[config.mk]
export PLATFORM = sky130hd
export DESIGN_NAME = fpp_host
export DESIGN_NICKNAME = d
export VERILOG_FILES = /design/src/fpp_host.v
export VERILOG_INCLUDE_DIRS = /design/src /design/src/src
export SDC_FILE = /design/constraint.sdc
export NUM_CORES = 1
export LEC_CHECK = 0
export ABC_AREA = 1
export BUFFER_PORTS_ARGS = -buffer_cell sky130_fd_sc_hd__buf_2
export CORE_MARGIN = 4
export CORE_UTILIZATION = 45
export CTS_CLUSTER_SIZE = 28
export DETAILED_ROUTE_END_ITERATION = 10
export HOLD_SLACK_MARGIN = 0.1
export PLACE_DENSITY_LB_ADDON = 0.15
export SLEW_MARGIN = 25
export SYNTH_ARGS = -nofsm -noshare
export SYNTH_HDL_FRONTEND = slang
export SYNTH_SLANG_ARGS = --single-unit
export TNS_END_PERCENT = 100
[constraint.sdc]
create_clock -name core_clk -period 6 [get_ports core_clk]
set_clock_uncertainty 0.05 [all_clocks]
set_input_delay 0.3 -clock core_clk [delete_from_list [all_inputs] [get_ports core_clk]]
set_output_delay 0.3 -clock core_clk [all_outputs]
set_load 0.1 [all_outputs]
[src/fpp_map.vh]
// Constants for the flash programming-port controller
`ifndef FPP_MAP_VH
`define FPP_MAP_VH
`define FPP_CMD_READ 8'h00
`define FPP_CMD_ERASE 8'h20
`define FPP_CMD_AUTOERASE 8'h30
`define FPP_CMD_PROGRAM 8'h40
`define FPP_CMD_ERASE_VERIFY 8'hA0
`define FPP_CMD_PROGRAM_VERIFY 8'hC0
`define FPP_CMD_RESET 8'hFF
`define FPP_ERASED_BYTE 8'hFF
`define FPP_OP_READ 3'h0
`define FPP_OP_PROGRAM 3'h1
`define FPP_OP_ERASE 3'h2
`define FPP_OP_AUTOERASE 3'h3
`define FPP_OP_RESET 3'h4
`define FPP_OP_ERASE_VERIFY 3'h5
`define FPP_OP_PROGRAM_VERIFY 3'h6
`define FPP_CLK_MHZ 20
`define FPP_T_VPS_NS 100
`define FPP_T_WEP_NS 70
`define FPP_T_WEH_NS 40
`define FPP_T_DS_NS 50
`define FPP_T_AH_NS 60
`define FPP_T_OERS_NS 6000
`define FPP_T_VA_NS 500
`define FPP_T_PPW_NS 25000
`define FPP_T_ET_NS 9000000
`define FPP_T_AET_NS 30000000
`endif

[src/fpp_host.v]
// External programmer that drives the flash programming-port strobes
`timescale 1ns/100ps
`include "fpp_map.vh"
// What the document requires of the part and its programmer
// RULE_01: On-board software masks all interrupts while program or erase bits are set.
// RULE_02: With supply-level voltage pin, strobes select read, output disable or standby.
// RULE_03: Command bytes are written only at high voltage, CE low, OE high, WE low.
// RULE_04: Memory read is one write of 00, then reads at the fetch location.
// RULE_05: Erase 20, auto-erase 30 and reset FF are written twice at any address.
// RULE_06: Erase verify writes A0 at the location, next read returns check result.
// RULE_07: Program writes 40, then a second write of target location and byte.
// RULE_08: Program verify writes C0, next read returns result of last programmed byte.
// RULE_09: Unprogrammed locations read back as all ones.
// RULE_10: The part gives no identity code; its type is told by other means.
// RULE_11: The device offers a separate mode for external program, erase and verify.
// RULE_12: After programming, wait, verify and retry programming up to a bounded count.
module fpp_host #(
    parameter MAX_RETRY = 25,
    parameter PPW_CYC = ((`FPP_T_PPW_NS * `FPP_CLK_MHZ) + 999) / 1000,
    parameter ET_CYC = ((`FPP_T_ET_NS / 1000) * `FPP_CLK_MHZ),
    parameter AET_CYC = ((`FPP_T_AET_NS / 1000) * `FPP_CLK_MHZ),
    parameter OERS_CYC = ((`FPP_T_OERS_NS * `FPP_CLK_MHZ) + 999) / 1000
) (
    input wire core_clk,
    input wire sys_rst,
    input wire req_valid,
    input wire [2:0] req_op,
    input wire [16:0] req_addr,
    input wire [7:0] req_data,
    output reg req_ready_ff,
    output reg rsp_valid_ff,
    output reg [7:0] rsp_data_ff,
    output reg rsp_fail_ff,
    output reg chip_en_n_ff,
    output reg out_en_n_ff,
    output reg wr_en_n_ff,
    output reg programming_voltage_pin_ff,
    output reg [16:0] addr_ff,
    output reg [7:0] data_out_ff,
    output reg data_oe_ff,
    input wire [7:0] data_in
);
    // ****************************************
    // Timing counts
    // ****************************************
    localparam VPS_CYC = ((`FPP_T_VPS_NS * `FPP_CLK_MHZ) + 999) / 1000;
    localparam WEP_CYC = ((`FPP_T_WEP_NS * `FPP_CLK_MHZ) + 999) / 1000;
    localparam WEH_CYC = ((`FPP_T_WEH_NS * `FPP_CLK_MHZ) + 999) / 1000;
    localparam VA_CYC = ((`FPP_T_VA_NS * `FPP_CLK_MHZ) + 999) / 1000 + 1;
    localparam S_IDLE = 4'h0;
    localparam S_VPS = 4'h1;
    localparam S_WLOW = 4'h2;
    localparam S_WHIGH = 4'h3;
    localparam S_WAIT = 4'h4;
    localparam S_RLOW = 4'h5;
    localparam S_DONE = 4'h6;
    localparam S_VDROP = 4'h7;
    reg [3:0] state_ff;
    reg [31:0] cnt_ff;
    reg [1:0] cyc_ff;
    reg [2:0] op_ff;
    reg [16:0] loc_ff;
    reg [7:0] byte_ff;
    reg [7:0] tries_ff;
    reg [1:0] sync_cnt_ff;
    reg [7:0] din_meta_ff;
    reg [7:0] din_ff;

    // Number of write cycles before the read (or end) for each operation
    function [1:0] fpp_writes;
        input [2:0] op;
        begin
            case (op)
                `FPP_OP_READ, `FPP_OP_ERASE_VERIFY, `FPP_OP_PROGRAM_VERIFY: fpp_writes = 2'h1;
                default: fpp_writes = 2'h2;
            endcase
        end
    endfunction

    // Command byte for the first write; there is no identity-read command
    function [7:0] fpp_cmd; // RULE_10
        input [2:0] op;
        begin
            case (op)
                `FPP_OP_READ: fpp_cmd = `FPP_CMD_READ; // RULE_04
                `FPP_OP_PROGRAM: fpp_cmd = `FPP_CMD_PROGRAM; // RULE_07
                `FPP_OP_ERASE: fpp_cmd = `FPP_CMD_ERASE; // RULE_05
                `FPP_OP_AUTOERASE: fpp_cmd = `FPP_CMD_AUTOERASE; // RULE_05
                `FPP_OP_ERASE_VERIFY: fpp_cmd = `FPP_CMD_ERASE_VERIFY; // RULE_06
                `FPP_OP_PROGRAM_VERIFY: fpp_cmd = `FPP_CMD_PROGRAM_VERIFY; // RULE_08
                default: fpp_cmd = `FPP_CMD_RESET; // RULE_05
            endcase
        end
    endfunction

    function fpp_has_read;
        input [2:0] op;
        begin
            fpp_has_read = (fpp_writes(op) == 2'h1);
        end
    endfunction

    // ****************************************
    // Read data synchroniser
    // ****************************************
    always @(posedge core_clk)
    begin
        din_meta_ff <= data_in;
        din_ff <= din_meta_ff;
    end

    // ****************************************
    // Sequencer
    // ****************************************
    always @(posedge core_clk)
    begin
        if (sys_rst)
        begin
            state_ff <= S_IDLE;
            cnt_ff <= 32'h0;
            cyc_ff <= 2'h0;
            op_ff <= 3'h0;
            loc_ff <= 17'h0;
            byte_ff <= 8'h0;
            tries_ff <= 8'h0;
            sync_cnt_ff <= 2'h0;
            req_ready_ff <= 1'b0;
            rsp_valid_ff <= 1'b0;
            rsp_data_ff <= 8'h0;
            rsp_fail_ff <= 1'b0;
            chip_en_n_ff <= 1'b1;
            out_en_n_ff <= 1'b1;
            wr_en_n_ff <= 1'b1;
            programming_voltage_pin_ff <= 1'b0;
            addr_ff <= 17'h0;
            data_out_ff <= 8'h0;
            data_oe_ff <= 1'b0;
        end
        else
        begin
            rsp_valid_ff <= 1'b0;
            case (state_ff)
                S_IDLE:
                begin
                    req_ready_ff <= 1'b1;
                    if (req_valid && req_ready_ff)
                    begin
                        req_ready_ff <= 1'b0;
                        op_ff <= req_op;
                        loc_ff <= req_addr;
                        byte_ff <= req_data;
                        tries_ff <= 8'h0;
                        cyc_ff <= 2'h0;
                        // Strobes stay high while the voltage level changes
                        programming_voltage_pin_ff <= 1'b1; // RULE_11
                        cnt_ff <= VPS_CYC;
                        state_ff <= S_VPS;
                    end
                end
                S_VPS:
                begin
                    if (cnt_ff > 32'h1)
                        cnt_ff <= cnt_ff - 32'h1;
                    else
                    begin
                        // Write strobe: CE low, OE high, WE low, data driven
                        chip_en_n_ff <= 1'b0; // RULE_03
                        out_en_n_ff <= 1'b1;
                        wr_en_n_ff <= 1'b0;
                        data_oe_ff <= 1'b1;
                        if (cyc_ff == 2'h0)
                        begin
                            data_out_ff <= fpp_cmd(op_ff);
                            addr_ff <= loc_ff; // RULE_06
                        end
                        else if (op_ff == `FPP_OP_PROGRAM)
                        begin
                            data_out_ff <= byte_ff; // RULE_07
                            addr_ff <= loc_ff;
                        end
                        else
                            data_out_ff <= fpp_cmd(op_ff); // RULE_05
                        cnt_ff <= (WEP_CYC > `FPP_T_DS_NS / 50) ? WEP_CYC : 1;
                        state_ff <= S_WLOW;
                    end
                end
                S_WLOW:
                begin
                    if (cnt_ff > 32'h1)
                        cnt_ff <= cnt_ff - 32'h1;
                    else
                    begin
                        wr_en_n_ff <= 1'b1;
                        // Data and address held one more phase covers hold times
                        cnt_ff <= WEH_CYC + ((`FPP_T_AH_NS * `FPP_CLK_MHZ) + 999) / 1000;
                        cyc_ff <= cyc_ff + 2'h1;
                        state_ff <= S_WHIGH;
                    end
                end
                S_WHIGH:
                begin
                    if (cnt_ff > 32'h1)
                        cnt_ff <= cnt_ff - 32'h1;
                    else if (cyc_ff < fpp_writes(op_ff))
                    begin
                        cnt_ff <= 32'h1;
                        state_ff <= S_VPS;
                    end
                    else
                    begin
                        data_oe_ff <= 1'b0;
                        chip_en_n_ff <= 1'b1;
                        state_ff <= S_WAIT;
                        if (op_ff == `FPP_OP_PROGRAM)
                            cnt_ff <= PPW_CYC; // RULE_12
                        else if (op_ff == `FPP_OP_ERASE)
                            cnt_ff <= ET_CYC;
                        else if (op_ff == `FPP_OP_AUTOERASE)
                            cnt_ff <= AET_CYC;
                        else if (op_ff == `FPP_OP_READ)
                            cnt_ff <= 32'h1;
                        else
                            cnt_ff <= OERS_CYC;
                    end
                end
                S_WAIT:
                begin
                    if (cnt_ff > 32'h1)
                        cnt_ff <= cnt_ff - 32'h1;
                    else if (op_ff == `FPP_OP_PROGRAM)
                    begin
                        // Verify the byte just programmed before reporting
                        op_ff <= `FPP_OP_PROGRAM_VERIFY; // RULE_12
                        cyc_ff <= 2'h0;
                        tries_ff <= tries_ff + 8'h1;
                        cnt_ff <= 32'h1;
                        state_ff <= S_VPS;
                    end
                    else if (fpp_has_read(op_ff))
                    begin
                        // Read strobe: CE low, OE low, WE high
                        chip_en_n_ff <= 1'b0; // RULE_02
                        out_en_n_ff <= 1'b0;
                        addr_ff <= loc_ff; // RULE_04
                        cnt_ff <= VA_CYC + 2;
                        state_ff <= S_RLOW;
                    end
                    else
                    begin
                        rsp_data_ff <= 8'h0;
                        rsp_fail_ff <= 1'b0;
                        state_ff <= S_DONE;
                    end
                end
                S_RLOW:
                begin
                    if (cnt_ff > 32'h1)
                        cnt_ff <= cnt_ff - 32'h1;
                    else
                    begin
                        out_en_n_ff <= 1'b1;
                        chip_en_n_ff <= 1'b1;
                        rsp_data_ff <= din_ff;
                        rsp_fail_ff <= 1'b0;
                        state_ff <= S_DONE;
                        // Retry loop only when this verify follows our own program
                        if (op_ff == `FPP_OP_PROGRAM_VERIFY && tries_ff != 8'h0 && din_ff != byte_ff)
                        begin
                            if ({24'h0, tries_ff} < MAX_RETRY)
                            begin
                                op_ff <= `FPP_OP_PROGRAM; // RULE_12
                                cyc_ff <= 2'h0;
                                cnt_ff <= 32'h1;
                                state_ff <= S_VPS;
                            end
                            else
                                rsp_fail_ff <= 1'b1;
                        end
                    end
                end
                S_DONE:
                begin
                    // Back to supply level with strobes high before the next job
                    programming_voltage_pin_ff <= 1'b0; // RULE_02
                    cnt_ff <= VPS_CYC;
                    rsp_valid_ff <= 1'b1; // RULE_01
                    state_ff <= S_VDROP;
                end
                S_VDROP:
                begin
                    if (cnt_ff > 32'h1)
                        cnt_ff <= cnt_ff - 32'h1;
                    else
                        state_ff <= S_IDLE;
                end
                default:
                    state_ff <= S_IDLE;
            endcase
        end
    end
endmodule // fpp_host

=== Word level (Yosys, flattened, before mapping) ===
Cells that the tools add are included.

* Flip-flop bits (word level): 131
* Input bits: 39
* Output and inout bits: 41
* Logic and storage cells: 192

* Add/subtract/negate cells: 3
* Order comparisons: 3
* Equal/unequal tests: 34
* Multiplexer cells: 97
* Bitwise gates (word level): 1
* Reductions and logical operators: 34

{| class="wikitable"
|+ Operators by type and width
! cell !! count
|-
| 32-bit two-way mux || 11
|-
| 32-bit one-hot mux with 8 select lines || 1
|-
| 17-bit two-way mux || 6
|-
| 20-bit two-way mux || 4
|-
| 8-bit two-way mux || 9
|-
| 8-bit one-hot mux with 6 select lines || 1
|-
| 8-bit one-hot mux with 5 select lines || 1
|-
| 17-bit one-hot mux with 2 select lines || 1
|-
| 32-bit by 1-bit greater-than comparator with 1-bit output, second input constant || 1
|-
| 2-bit two-way mux || 16
|-
| 2-bit inequality test, second input constant || 16
|-
| 4-bit one-hot mux with 8 select lines || 1
|-
| 8-bit one-hot mux with 2 select lines || 2
|-
| 32-bit by 1-bit subtractor with 32-bit output, second input constant || 1
|-
| 3-bit two-way mux || 10
|-
| 4-bit two-way mux || 7
|-
| 1-bit two-way mux || 18
|-
| 4-bit by 3-bit equality test with 1-bit output, second input constant || 4
|-
| 8-bit AND reduction || 2
|-
| 8-bit nonzero test || 2
|-
| 7-bit AND reduction || 2
|-
| 2-bit nonzero test || 7
|-
| 6-bit AND reduction || 2
|-
| 1-bit one-hot mux with 2 select lines || 5
|-
| 30 further kinds || 42
|}

=== Logic depth before layout (Yosys ltp) ===
Gate-level depths: netlist (run 1).

* Depth after elaboration: 12
* Mapped depth: 16
* Mapped depth without buffers: 15

=== Least setup slack after synthesis (run 1) ===
No wires, ideal clock.

* Path kind: reg2reg
* Start: reg req_ready_ff
* End: reg cyc_ff[0]
* Setup time: 113 ps
* Data arrival time: 2182 ps
* Required time: 5837 ps
* Path slack: 3655 ps
* Stages on the path, launching flop included: 10
* Path buffers: 0
* Clock period less this slack: 2345 ps
* Cell sequence: dfxtp_1 > nand2_1 > nand2_2 > o21ai_0 > inv_1 > nand2_1 > nor3_1 > o21ai_0 > nand2_1 > nor2_1

* Longest elaborated chain between the ends: 3

{| class="wikitable"
|+ Ends and longest elaborated chain
! what !! line !! text
|-
| start, declared || fpp_host.v:30 || <nowiki>output reg req_ready_ff,</nowiki>
|-
| start signal, assigned || fpp_host.v:127 || <nowiki>req_ready_ff <= 1'b0;</nowiki>
|-
| start signal, assigned || fpp_host.v:145 || <nowiki>req_ready_ff <= 1'b1;</nowiki>
|-
| start signal, assigned || fpp_host.v:148 || <nowiki>req_ready_ff <= 1'b0;</nowiki>
|-
| 1-bit logical AND || fpp_host.v:146 || <nowiki>if (req_valid && req_ready_ff)</nowiki>
|-
| 2-bit inequality test (no source line) || -- ||
|-
| 8-bit AND reduction (no source line) || -- ||
|-
| end signal, assigned || fpp_host.v:196 || <nowiki>cyc_ff <= cyc_ff + 2'h1;</nowiki>
|-
| end, declared || fpp_host.v:60 || <nowiki>reg [1:0] cyc_ff;</nowiki>
|}

Every way passes these cells.
A chain may end at the register's enable or synchronous reset.

=== Final worst setup path (run 1) ===
* Start: reg op_ff[2]
* End: reg cnt_ff[17]

* Longest elaborated chain between the ends: 10
* Elaborated cells on any way between the ends: 28
* Classes of those cells: order compare: 1; eq/ne: 7; mux: 15; reduce/logical: 5

{| class="wikitable"
|+ Ends and longest elaborated chain
! what !! line !! text
|-
| start, declared || fpp_host.v:61 || <nowiki>reg [2:0] op_ff;</nowiki>
|-
| start signal, assigned || fpp_host.v:149 || <nowiki>op_ff <= req_op;</nowiki>
|-
| start signal, assigned || fpp_host.v:233 || <nowiki>op_ff <= `FPP_OP_PROGRAM_VERIFY;</nowiki>
|-
| start signal, assigned || fpp_host.v:271 || <nowiki>op_ff <= `FPP_OP_PROGRAM;</nowiki>
|-
| 3-bit equality test / 3-bit zero test (equally long branches) || fpp_host.v:73 || <nowiki>case (op)</nowiki>
|-
| 3-bit OR reduction || fpp_host.v:73 ||
|-
| 2-bit two-way mux || fpp_host.v:73 ||
|-
| 2-bit two-way mux (on tied branches) || fpp_host.v:202, fpp_host.v:230 ||
|-
| 2-bit two-way mux (on tied branches) || fpp_host.v:142, fpp_host.v:228 ||
|-
| 2-bit two-way mux (on tied branches) || fpp_host.v:117, fpp_host.v:142 ||
|-
| 2-bit < comparator / 2-bit two-way mux (equally long branches) || fpp_host.v:204, fpp_host.v:117 ||
|-
| 20-bit two-way mux / 2-bit by 1-bit equality test with 1-bit output (equally long branches) || fpp_host.v:204, fpp_host.v:99 ||
|-
| 32-bit two-way mux / 4-bit inequality test (equally long branches) || -- ||
|-
| 32-bit one-hot mux with 8 select lines / 6-bit AND reduction (equally long branches) || -- ||
|-
| end signal, assigned || fpp_host.v:163 || <nowiki>cnt_ff <= cnt_ff - 32'h1;</nowiki>
|-
| end signal, assigned || fpp_host.v:195 || <nowiki>cnt_ff <= WEH_CYC + ((`FPP_T_AH_NS * `FPP_CLK_MHZ) + 999) / 1000;</nowiki>
|-
| end signal, assigned || fpp_host.v:203 || <nowiki>cnt_ff <= cnt_ff - 32'h1;</nowiki>
|-
| end, declared || fpp_host.v:59 || <nowiki>reg [31:0] cnt_ff;</nowiki>
|}

Several ways; a longest one is shown, not always the timed one. The select of a mux whose other input is x is not followed.

==> summary.md, run 1 <==
| Metric | Value |
|---|---|
| Max Fclk | `361 MHz` |
| Final setup margin | `3.23 ns` |
| Routed vias | `6,336` |
| Status | `completed` |
| DR iter-0 viols | `584` |
| DR pass1 iterations | `5` |
| R2r setup slk | `3.23 ns` |
| Critical Path End Type | `flop` |
| Count of different cell masters after synthesis | `47` |
| Pin count of the biggest net entering global routing | `61` |
| CP arrival | `3.06 ns` |
| Worst Hold Class | `primary input to flop` |
| CTS Sinks | `130` |
| DP Wirelength | `12,500 um` |
| # rows | `44` |
| Syn Std Cell Area | `0.00662 mm2` |
| Die width | `129 um` |
| CTS Buffer Depth | `2` |
| Startpoint Class | `flop` |
| Vias in the first global route | `5,974` |
| Synthesized Nets | `1,005` |
| Ys flop type | `dfxtp_1` |
| Worst-Skew Late Latency | `0.42 ns` |
| Total track usage | `0.222` |
| Crit share post-route | `0.462` |
| Min Tclk post-route | `2.77 ns` |
| Syn Inst Count | `960` |
| Fin nets | `1,098` |
| CTS H-tree lvls | `4` |
| GR Overflow Total | `0` |
| Post-Route Utilization | `0.546` |
| PostCTS Resize Cnt | `0` |
| Final WL | `17,700 um` |
| Main area contributors after synthesis | `dfxtp_1 (39%), nand2_1 (12%), nor2_1 (7.0%)` |
| Dpl ws | `3.16 ns` |
| PortBufs | `79` |
| Synth warn | `0` |
| First-pass GRT wire length | `29,700 um` |
| CP Class | `flop to flop` |
| Final Hold Vio Count | `0` |
| Initial Utilization | `0.457` |
| DR DRC count | `0` |
| ANT cells | `0` |
| Most common cell after layout, fill and taps aside | `nand2_1` |
| Slew @ Worst Pin | `0.912 ns` |
| Core Area | `0.0145 mm2` |
| CP required | `6.29 ns` |
| Final setup viols | `0` |
| Die area | `0.0167 mm2` |
| CTS tree | `done` |
| Clk root buf | `clkbuf_16` |
| Rel. slew slack | `0.390` |
| Cts bufs inserted | `17` |
| DR WL/cell | `14.1 um` |
| Area after DPL | `0.00710 mm2` |
| Most frequent cells in the layout | `nand2_1 (213), dfxtp_1 (130), nor2_1 (124)` |
| Syn avg cell area | `6.90 um2` |
| #FFs+latches synth | `130` |
| Die Height | `129 um` |
| Async SR Flop Fraction | `0` |
| # IOs | `80` |
| Design area | `0.00791 mm2` |
| RSZ-0062 raised after global routing | `false` |
| Max Cap Violations | `0` |
| Crit Path Max Fanout | `32` |
| Final Wtd Congestion | `0.951` |
| Post-synth EDFFs | `0` |
| Cell type with the largest total area after synthesis | `dfxtp_1` |
| Post-DRT Antenna Nets | `0` |
| Worst-path clk slew | `0.06 ns` |
| Via-to-Cell Ratio | `5.07` |
| Setup TNS | `0 ns` |
| Initial antenna violation count | `0` |
| Area Growth Syn to Fin | `19.4%` |
| Fraction of layout cells with a size suffix above 1 | `0.164` |
| Fin. max-slew vios | `0` |
| Synth top area share | `0.393` |
| Register area share after synthesis | `0.393` |
==> path summary, 6_finish.rpt <==
check                      start  cells after the start          to
setup / recovery        op_ff[2]                     11  cnt_ff[17]
hold / removal       req_addr[5]                      3   loc_ff[5]
setup reg to reg        op_ff[2]                     11  cnt_ff[17]
hold reg to reg   din_meta_ff[7]                      0   din_ff[7]
==> synth_stat cells, types with 12 or more instances <==
cell type and number:
o21ai_0 56, nand2_1 213, nor3_1 17, dfxtp_1 130
a21oi_1 83, nand3_1 68, nor2_1 124, nor2_2 13
clkbuf_1 16, inv_2 12, o21ai_1 18, inv_1 99
==> stage by stage <==
step,instances,hold slack [ns]
detailed placement,1195,0.264
floorplan,960,0.260
CTS,1250,0.101
finish,1250,0.109
global route,1250,0.105
global placement,1195,0.261
==> repair_timing <==
| action | in CTS | in global routing |
|---|---|---|
| endpoints found under the hold margin | 23 | 0 |
| setup buffers | 0 | 0 |
| hold buffers | 23 | 0 |
==> worst max-delay path, stage by stage, from the launching register on <==
cell	delay, ns
dfxtp_1	0.40
inv_2	0.10
nand2_1	0.09
nor2_2	0.41
inv_2	0.12
nand2_4	0.14
nor2_2	0.05
nor2_1	0.11
nand2_2	0.11
a21oi_4	0.73
nand3_1	0.18
a21oi_1	0.17
==> flip-flops by register name, indices dropped and copies added (netlist names), 2 cells and up <==
signal and cells:
byte_ff 8, loc_ff 17, data_out_ff 8, tries_ff 8, rsp_data_ff 8, op_ff 3, addr_ff 17, cnt_ff 32
din_ff 8, state_ff 3, din_meta_ff 8, cyc_ff 2
==> logic make-up (layout without fill, tap and decap cells) <==
logic type | after synthesis | count (layout) | share of synthesized area
buffers and inverters | 142 | 248 | 0.0884
XOR/XNOR | 20 | 20 | 0.0264
AO/OA/AOI/OAI | 182 | 182 | 0.150
flip-flops | 130 | 130 | 0.393
AND/OR/NAND/NOR | 480 | 480 | 0.331
adder cells (fa/ha/maj) | 6 | 6 | 0.0113
==> layout make-up <==
class                      count  area [um2]
timing repair buffer         103         633
sequential                   130        2600
inverter                     113         427
clock buffer                  19         443
clock inverter                13         139
fill                        1440        6570
multi-input combinational    688        3440
tap                          184         230
==> routing by layer <==
metal	global-route usage	up-vias	share of wire	wire [um]
met2	0.347	171	0.45	7890
met5	0	-	0	0
met4	0.0710	0	0.016	276
met1	0.303	2841	0.48	8530
li1	-	3301	-	-
met3	0.0532	23	0.055	964
Power of run 1 is left out: the tool's default activity adds up to more than one toggle a clock period on the data nets, which glitch-free logic cannot reach.
==> run 2, diff against run 1 <==
clock period = 2.45 ns   (was 6 ns; I/O delays follow)
==> run 2 against run 1 <==
- critical path depth is 3 higher
- worst hold slack better by 0.093 ns
- fmax is 24% higher
- register-to-register slack worse by 3.0 ns
- first-iteration DRC count is 6.3% lower
- critical path type unchanged
- wire length is 5.1% higher
- setup slack worse by 3.0 ns
- utilization is 2.8 points higher
- sequential cell count stayed put
- count of clock-buffer cells in the layout stayed put
- global-route usage is 0.81 points higher
==> summary.md, run 2 (synthesized netlist as in run 1, its figures left out) <==
| Metric | Value |
|---|---|
| Status | `completed (unchanged)` |
| CP required | `2.72 ns (was 6.29 ns)` |
| GR Layer Usage met2 | `0.375 (was 0.347)` |
| Worst Hold Class | `primary input to flop (unchanged)` |
| Vias in the first global route | `6,320 (was 5,974)` |
| Area Growth Syn to Fin | `25.6% (was 19.4%)` |
| Total track usage | `0.230 (was 0.222)` |
| Slew @ Worst Pin | `0.614 ns (was 0.912 ns)` |
| Max Fclk | `446 MHz (was 361 MHz)` |
| Via-to-Cell Ratio | `5.09 (was 5.07)` |
| Core Area | `0.0145 mm2 (unchanged)` |
| CP max-delay cell | `dfxtp_1 (was a21oi_4)` |
| Startpoint Class | `flop (unchanged)` |
| Design area | `0.00832 mm2 (was 0.00791 mm2)` |
| Crit-path cells | `inv_1, ha_2, inv_1, nand2_1, nand2_1, nor2_1, nand2_2, nor2_8, nor2_1, nor2_2, nand3_4, o21ai_4, buf_12, nor2_1 (was inv_2, nand2_1, nor2_2, inv_2, nand2_4, nor2_2, nor2_1, nand2_2, a21oi_4, nand3_1, a21oi_1)` |
| DR DRC count | `0 (unchanged)` |
| Cts bufs inserted | `17 (unchanged)` |
| Dpl ws | `0.0922 ns (was 3.16 ns)` |
| Initial Utilization | `0.457 (unchanged)` |
| Die area | `0.0167 mm2 (unchanged)` |
| Final setup viols | `0 (unchanged)` |
| Pin count of the biggest net entering global routing | `61 (unchanged)` |
| CTS H-tree lvls | `4 (unchanged)` |
| Worst hold slack | `0.202 ns (was 0.109 ns)` |
| Min Tclk post-route | `2.24 ns (was 2.77 ns)` |
| Die width | `129 um (unchanged)` |
| Routed vias | `6,557 (was 6,336)` |
| Crit path buffers/inverters | `3 (was 2)` |
| Clk root buf | `clkbuf_16 (unchanged)` |
| DR iter-0 viols | `547 (was 584)` |
| CP Class | `flop to flop (unchanged)` |
| Final WL | `18,600 um (was 17,700 um)` |
| GR Overflow Total | `0 (unchanged)` |
| Setup TNS | `0 ns (unchanged)` |
| Worst-Skew Late Latency | `0.43 ns (was 0.42 ns)` |
| Most common cell after layout, fill and taps aside | `nand2_1 (unchanged)` |
| Largest reg by FF count | `cnt_ff (unchanged)` |
| Final Hold Vio Count | `0 (unchanged)` |
| Rel. slew slack | `0.589 (was 0.390)` |
| Die Height | `129 um (unchanged)` |
| Biggest regs | `cnt_ff: 32 flops, addr_ff: 17 flops, loc_ff: 17 flops (unchanged)` |
| GRT met1 Usage | `0.305 (was 0.303)` |
| DR WL/cell | `14.4 um (was 14.1 um)` |
| # rows | `44 (unchanged)` |
| PortBufs | `79 (unchanged)` |
| Initial antenna violation count | `0 (unchanged)` |
| Crit Path Max Fanout | `14 (was 32)` |
| First-pass GRT wire length | `30,800 um (was 29,700 um)` |
| # IOs | `80 (unchanged)` |
| Area after DPL | `0.00731 mm2 (was 0.00710 mm2)` |
| Worst-path clk slew | `0.06 ns (about the same)` |
| Fin nets | `1,137 (was 1,098)` |
| Post-DRT Antenna Nets | `0 (unchanged)` |
| CP arrival | `2.51 ns (was 3.06 ns)` |
| RSZ-0062 raised after global routing | `false (unchanged)` |
| DR pass1 iterations | `8 (was 5)` |
| CP top delay family | `simple AND/OR/NAND/NOR gates (unchanged)` |
| Final Wtd Congestion | `0.991 (was 0.951)` |
| Fraction of layout cells with a size suffix above 1 | `0.191 (was 0.164)` |
| Critical Path End Type | `flop (unchanged)` |
| Worst path most repeated cell | `nor2_1` |
| M3 GR Usage | `0.0449 (was 0.0532)` |
| ANT cells | `0 (unchanged)` |
| Most frequent cells in the layout | `nand2_1 (210), dfxtp_1 (127), nor2_1 (123) (was nand2_1 (213), dfxtp_1 (130), nor2_1 (124))` |
| DP Wirelength | `13,000 um (was 12,500 um)` |
| Crit share post-route | `0.915 (was 0.462)` |
| CTS Sinks | `130 (unchanged)` |
| Max Cap Violations | `0 (unchanged)` |
| Final setup margin | `0.207 ns (was 3.23 ns)` |
| CTS tree | `done (unchanged)` |
| Fin. max-slew vios | `0 (unchanged)` |
| Max reg flops | `32 (unchanged)` |
| CTS Buffer Depth | `2 (unchanged)` |
| Worst path max stage delay | `0.33 ns (was 0.73 ns)` |
| Gr busiest metal | `met2 (unchanged)` |
-- run 2: layout make-up --
type | instances | area, um2
Fill cell | 1423 | 6160
Tap cell | 184 | 230
Sequential cell | 130 | 2610
Inverter | 113 | 429
Multi-Input combinational cell | 688 | 3460
Timing Repair Buffer | 142 | 998
Clock buffer | 19 | 453
Clock inverter | 13 | 136
-- run 2: path summary, 6_finish.rpt --
check | startpoint | end | slack, ns | cells after the start
min | sys_rst | rsp_fail_ff | 0.20 | 3
min reg2reg | din_meta_ff[5] | din_ff[5] | 0.28 | 0
max | cnt_ff[1] | cnt_ff[25] | 0.21 | 14
max reg2reg | cnt_ff[1] | cnt_ff[25] | 0.21 | 14
-- run 2: stage by stage --
| step | std cells | utilization |
|---|---|---|
| floorplan | 960 | - |
| global placement | 1218 | 0.505 |
| detailed placement | 1218 | 0.505 |
| CTS | 1287 | 0.571 |
| global route | 1289 | 0.574 |
| finish | 1289 | 0.574 |
-- run 2: routing by layer --
metal	up-vias	share of wire
met2	194	0.46
met3	32	0.050
met5	-	0
met1	2949	0.47
li1	3382	-
met4	0	0.023
-- run 2: worst min-delay path, delay by kind of cell --
kind | cells | cell delay [ns]
buf+inv | 2 | 0.35
simple gates | 1 | 0.14
-- run 2: timing repair --
action / 4_1_cts / 5_1_grt
hold buffers: 37 / 0
hold endpoints to repair: 37 / 0
resized for setup: 0 / 13
endpoints found under the setup margin: 0 / 57
buffers inserted: 0 / 2
Power of run 2 is left out for the same reason.
==> run 3, diff against run 2 <==
==> constraint.sdc (replaced) <==
create_clock -name core_clk -period 2.45 [get_ports core_clk]
set_clock_uncertainty 0.05 [all_clocks]
set_input_delay 0.6125 -clock core_clk [delete_from_list [all_inputs] [get_ports core_clk]]
set_output_delay 0.6125 -clock core_clk [all_outputs]
set_load 0.1 [all_outputs]
==> run 3 against run 2 <==
- fmax up 2.4%
- global-route usage down 1.1 points
- via count down 3.0%
- register-to-register slack better by 0.05 ns
- wire length down 3.4%
- die area unchanged
- count of clock-buffer cells in the layout down 2
- critical path depth down 2
- first-iteration DRC count up 8.0%
- utilization down 2.3 points
- final cell count down 2.6%
- worst hold slack better by 0.025 ns
- highest routed layer unchanged
==> summary.md, run 3 (synthesized netlist as in run 1, its figures left out) <==
| Metric | Value |
|---|---|
| GRT met1 Usage | `0.310 (was 0.305)` |
| Final Wtd Congestion | `0.947 (was 0.991)` |
| Cts bufs inserted | `17 (unchanged)` |
| Final setup margin | `0.261 ns (was 0.207 ns)` |
| Die width | `129 um (unchanged)` |
| Fin nets | `1,103 (was 1,137)` |
| CTS Sinks | `130 (unchanged)` |
| Routed vias | `6,363 (was 6,557)` |
| Total track usage | `0.220 (was 0.230)` |
| CP max-delay cell | `dfxtp_1 (unchanged)` |
| ANT cells | `0 (unchanged)` |
| DR pass1 iterations | `5 (was 8)` |
| Final WL | `17,900 um (was 18,600 um)` |
| Pin count of the biggest net entering global routing | `45 (was 61)` |
| Fillers | `1,447 (was 1,423)` |
| Most common cell after layout, fill and taps aside | `nand2_1 (unchanged)` |
| Die Height | `129 um (unchanged)` |
| GR Layer Usage met2 | `0.335 (was 0.375)` |
| Status | `completed (unchanged)` |
| DP Wirelength | `13,000 um (about the same)` |
| Fin. max-slew vios | `0 (unchanged)` |
| First-pass GRT wire length | `29,200 um (was 30,800 um)` |
| Rel. slew slack | `0.608 (was 0.589)` |
| Critical Path End Type | `flop (unchanged)` |
| R2r setup slk | `0.26 ns (was 0.21 ns)` |
| DR iter-0 viols | `591 (was 547)` |
| DR DRC count | `0 (unchanged)` |
| # rows | `44 (unchanged)` |
| CP top delay family | `simple AND/OR/NAND/NOR gates (unchanged)` |
| GR Overflow Total | `0 (unchanged)` |
| Reg2reg start | `op_ff[1] (was cnt_ff[1])` |
| CP required | `2.75 ns (was 2.72 ns)` |
| Slew @ Worst Pin | `0.586 ns (was 0.614 ns)` |
| Most frequent cells in the layout | `nand2_1 (212), dfxtp_1 (129), nor2_1 (123) (was nand2_1 (210), dfxtp_1 (127), nor2_1 (123))` |
| RSZ-0062 raised after global routing | `false (unchanged)` |
| Crit-path cells | `inv_2, nand2_1, nand3_2, ha_1, nand2_1, nand2_1, nand2_1, nor2_2, o21ai_0, nand2_1, nand2_1, a21oi_1 (was inv_1, ha_2, inv_1, nand2_1, nand2_1, nor2_1, nand2_2, nor2_8, nor2_1, nor2_2, nand3_4, o21ai_4, buf_12, nor2_1)` |
| Post-DRT Antenna Nets | `0 (unchanged)` |
| Crit Path Max Fanout | `6 (was 14)` |
| Min-delay src | `data_in[3] (was sys_rst)` |
| Worst path max stage delay | `0.44 ns (was 0.33 ns)` |
| Largest reg by FF count | `cnt_ff (unchanged)` |
| DR WL/cell | `14.3 um (was 14.4 um)` |
| R2R Path End | `cnt_ff[8] (was cnt_ff[25])` |
| CTS H-tree lvls | `4 (unchanged)` |
| Via-to-Cell Ratio | `5.07 (was 5.09)` |
| Core Area | `0.0145 mm2 (unchanged)` |
| Final Hold Vio Count | `0 (unchanged)` |
| Dpl ws | `0.179 ns (was 0.0922 ns)` |
| Area Growth Syn to Fin | `20.5% (was 25.6%)` |
| Initial Utilization | `0.457 (unchanged)` |
| PortBufs | `79 (unchanged)` |
| Worst path most repeated cell | `nand2_1 (was nor2_1)` |
| Clk root buf | `clkbuf_16 (unchanged)` |
| Crit share post-route | `0.894 (was 0.915)` |
| Max Cap Violations | `0 (unchanged)` |
| CP Class | `flop to flop (unchanged)` |
| Initial antenna violation count | `0 (unchanged)` |
| Post-CTS Hold Buffers | `0 (was 37)` |
| Crit path buffers/inverters | `1 (was 3)` |
| # IOs | `80 (unchanged)` |
| Setup TNS | `0 ns (unchanged)` |
| Die area | `0.0167 mm2 (unchanged)` |
| Min-Delay Path Depth | `1 (was 3)` |
| CTS tree | `done (unchanged)` |
| M3 GR Usage | `0.0515 (was 0.0449)` |
| CTS Buffer Depth | `2 (unchanged)` |
| Final setup viols | `0 (unchanged)` |
| Worst-Skew Late Latency | `0.43 ns (about the same)` |
| Max Fclk | `457 MHz (was 446 MHz)` |
| Worst-path clk slew | `0.07 ns (was 0.06 ns)` |
| Startpoint Class | `flop (unchanged)` |
| Worst hold slack | `0.228 ns (was 0.202 ns)` |
| Worst R2R Path Depth | `12 (was 14)` |
| CP arrival | `2.49 ns (was 2.51 ns)` |
| Vias in the first global route | `5,804 (was 6,320)` |
| Fraction of layout cells with a size suffix above 1 | `0.193 (was 0.191)` |
| Gr busiest metal | `met2 (unchanged)` |
| Min-Delay Endpoint | `din_meta_ff[3] (was rsp_fail_ff)` |
| Min Tclk post-route | `2.19 ns (was 2.24 ns)` |
| Max reg flops | `32 (unchanged)` |
| Biggest regs | `cnt_ff: 32 flops, addr_ff: 17 flops, loc_ff: 17 flops (unchanged)` |
| Worst Hold Class | `primary input to flop (unchanged)` |
## run 3: cell count changes in the layout (fill, tap and decap cells not counted), moves of 2 or more
cell and delta:
nand2_2 -2, inv_8 +5, dlygate4sd3_1 -37, nand2_1 +2, buf_4 +2, inv_6 -4
clkinv_8 +2, clkbuf_8 -2, dfxtp_1 +2, dfxtp_2 -2
## run 3: cell type report
cell class	instances	area [um2]	share of cell area
clock buffer	17	425	0.0533
clock inverter	15	184	0.0231
inverter	113	427	0.0535
multi-input combinational	688	3450	0.432
sequential	130	2600	0.326
tap	184	230	0.0289
timing repair buffer	108	663	0.0831
## run 3: stage by stage
step	instance area [um2]	util	std cells
2_1_floorplan	6620	-	960
3_3_place_gp	7360	0.508	1223
3_5_place_dp	7360	0.508	1223
4_1_cts	7970	0.550	1255
5_1_grt	7980	0.551	1255
6_report	7980	0.551	1255
## run 3: layer usage
metal  up-vias  part of all wire
met3        20             0.056
met4         0             0.013
li1       3309                 -
met2       161              0.45
met5         -                 0
met1      2873              0.49
## run 3: worst reg2reg max path, cell delays in order, from the launching register on
cell,delay (ns)
dfxtp_1,0.44
inv_2,0.09
nand2_1,0.14
nand3_2,0.09
ha_1,0.28
nand2_1,0.05
nand2_1,0.16
nand2_1,0.17
nor2_2,0.23
o21ai_0,0.14
nand2_1,0.09
nand2_1,0.05
a21oi_1,0.12
## run 3: worst max path at each step
stage / slack, ns / depth (start not counted) / end / start
6_report: 0.26 / 12 / cnt_ff[8] / op_ff[1]
5_1_grt: 0.01 / 14 / tries_ff[2] / cnt_ff[1]
4_1_cts: 0.17 / 15 / addr_ff[0] / cnt_ff[0]
3_5_place_dp: 0.18 / 15 / addr_ff[0] / cnt_ff[0]
3_3_place_gp: 0.27 / 14 / cnt_ff[25] / cnt_ff[0]
2_1_floorplan: 0.10 / 9 / cyc_ff[0] / req_ready_ff
## run 3: repair_timing
action                                 CTS  global route
setup endpoints to repair                0            34
setup buffers                            0             0
endpoints found under the hold margin    0             0
resized for setup                        0             4
Power of run 3 is left out for the same reason.
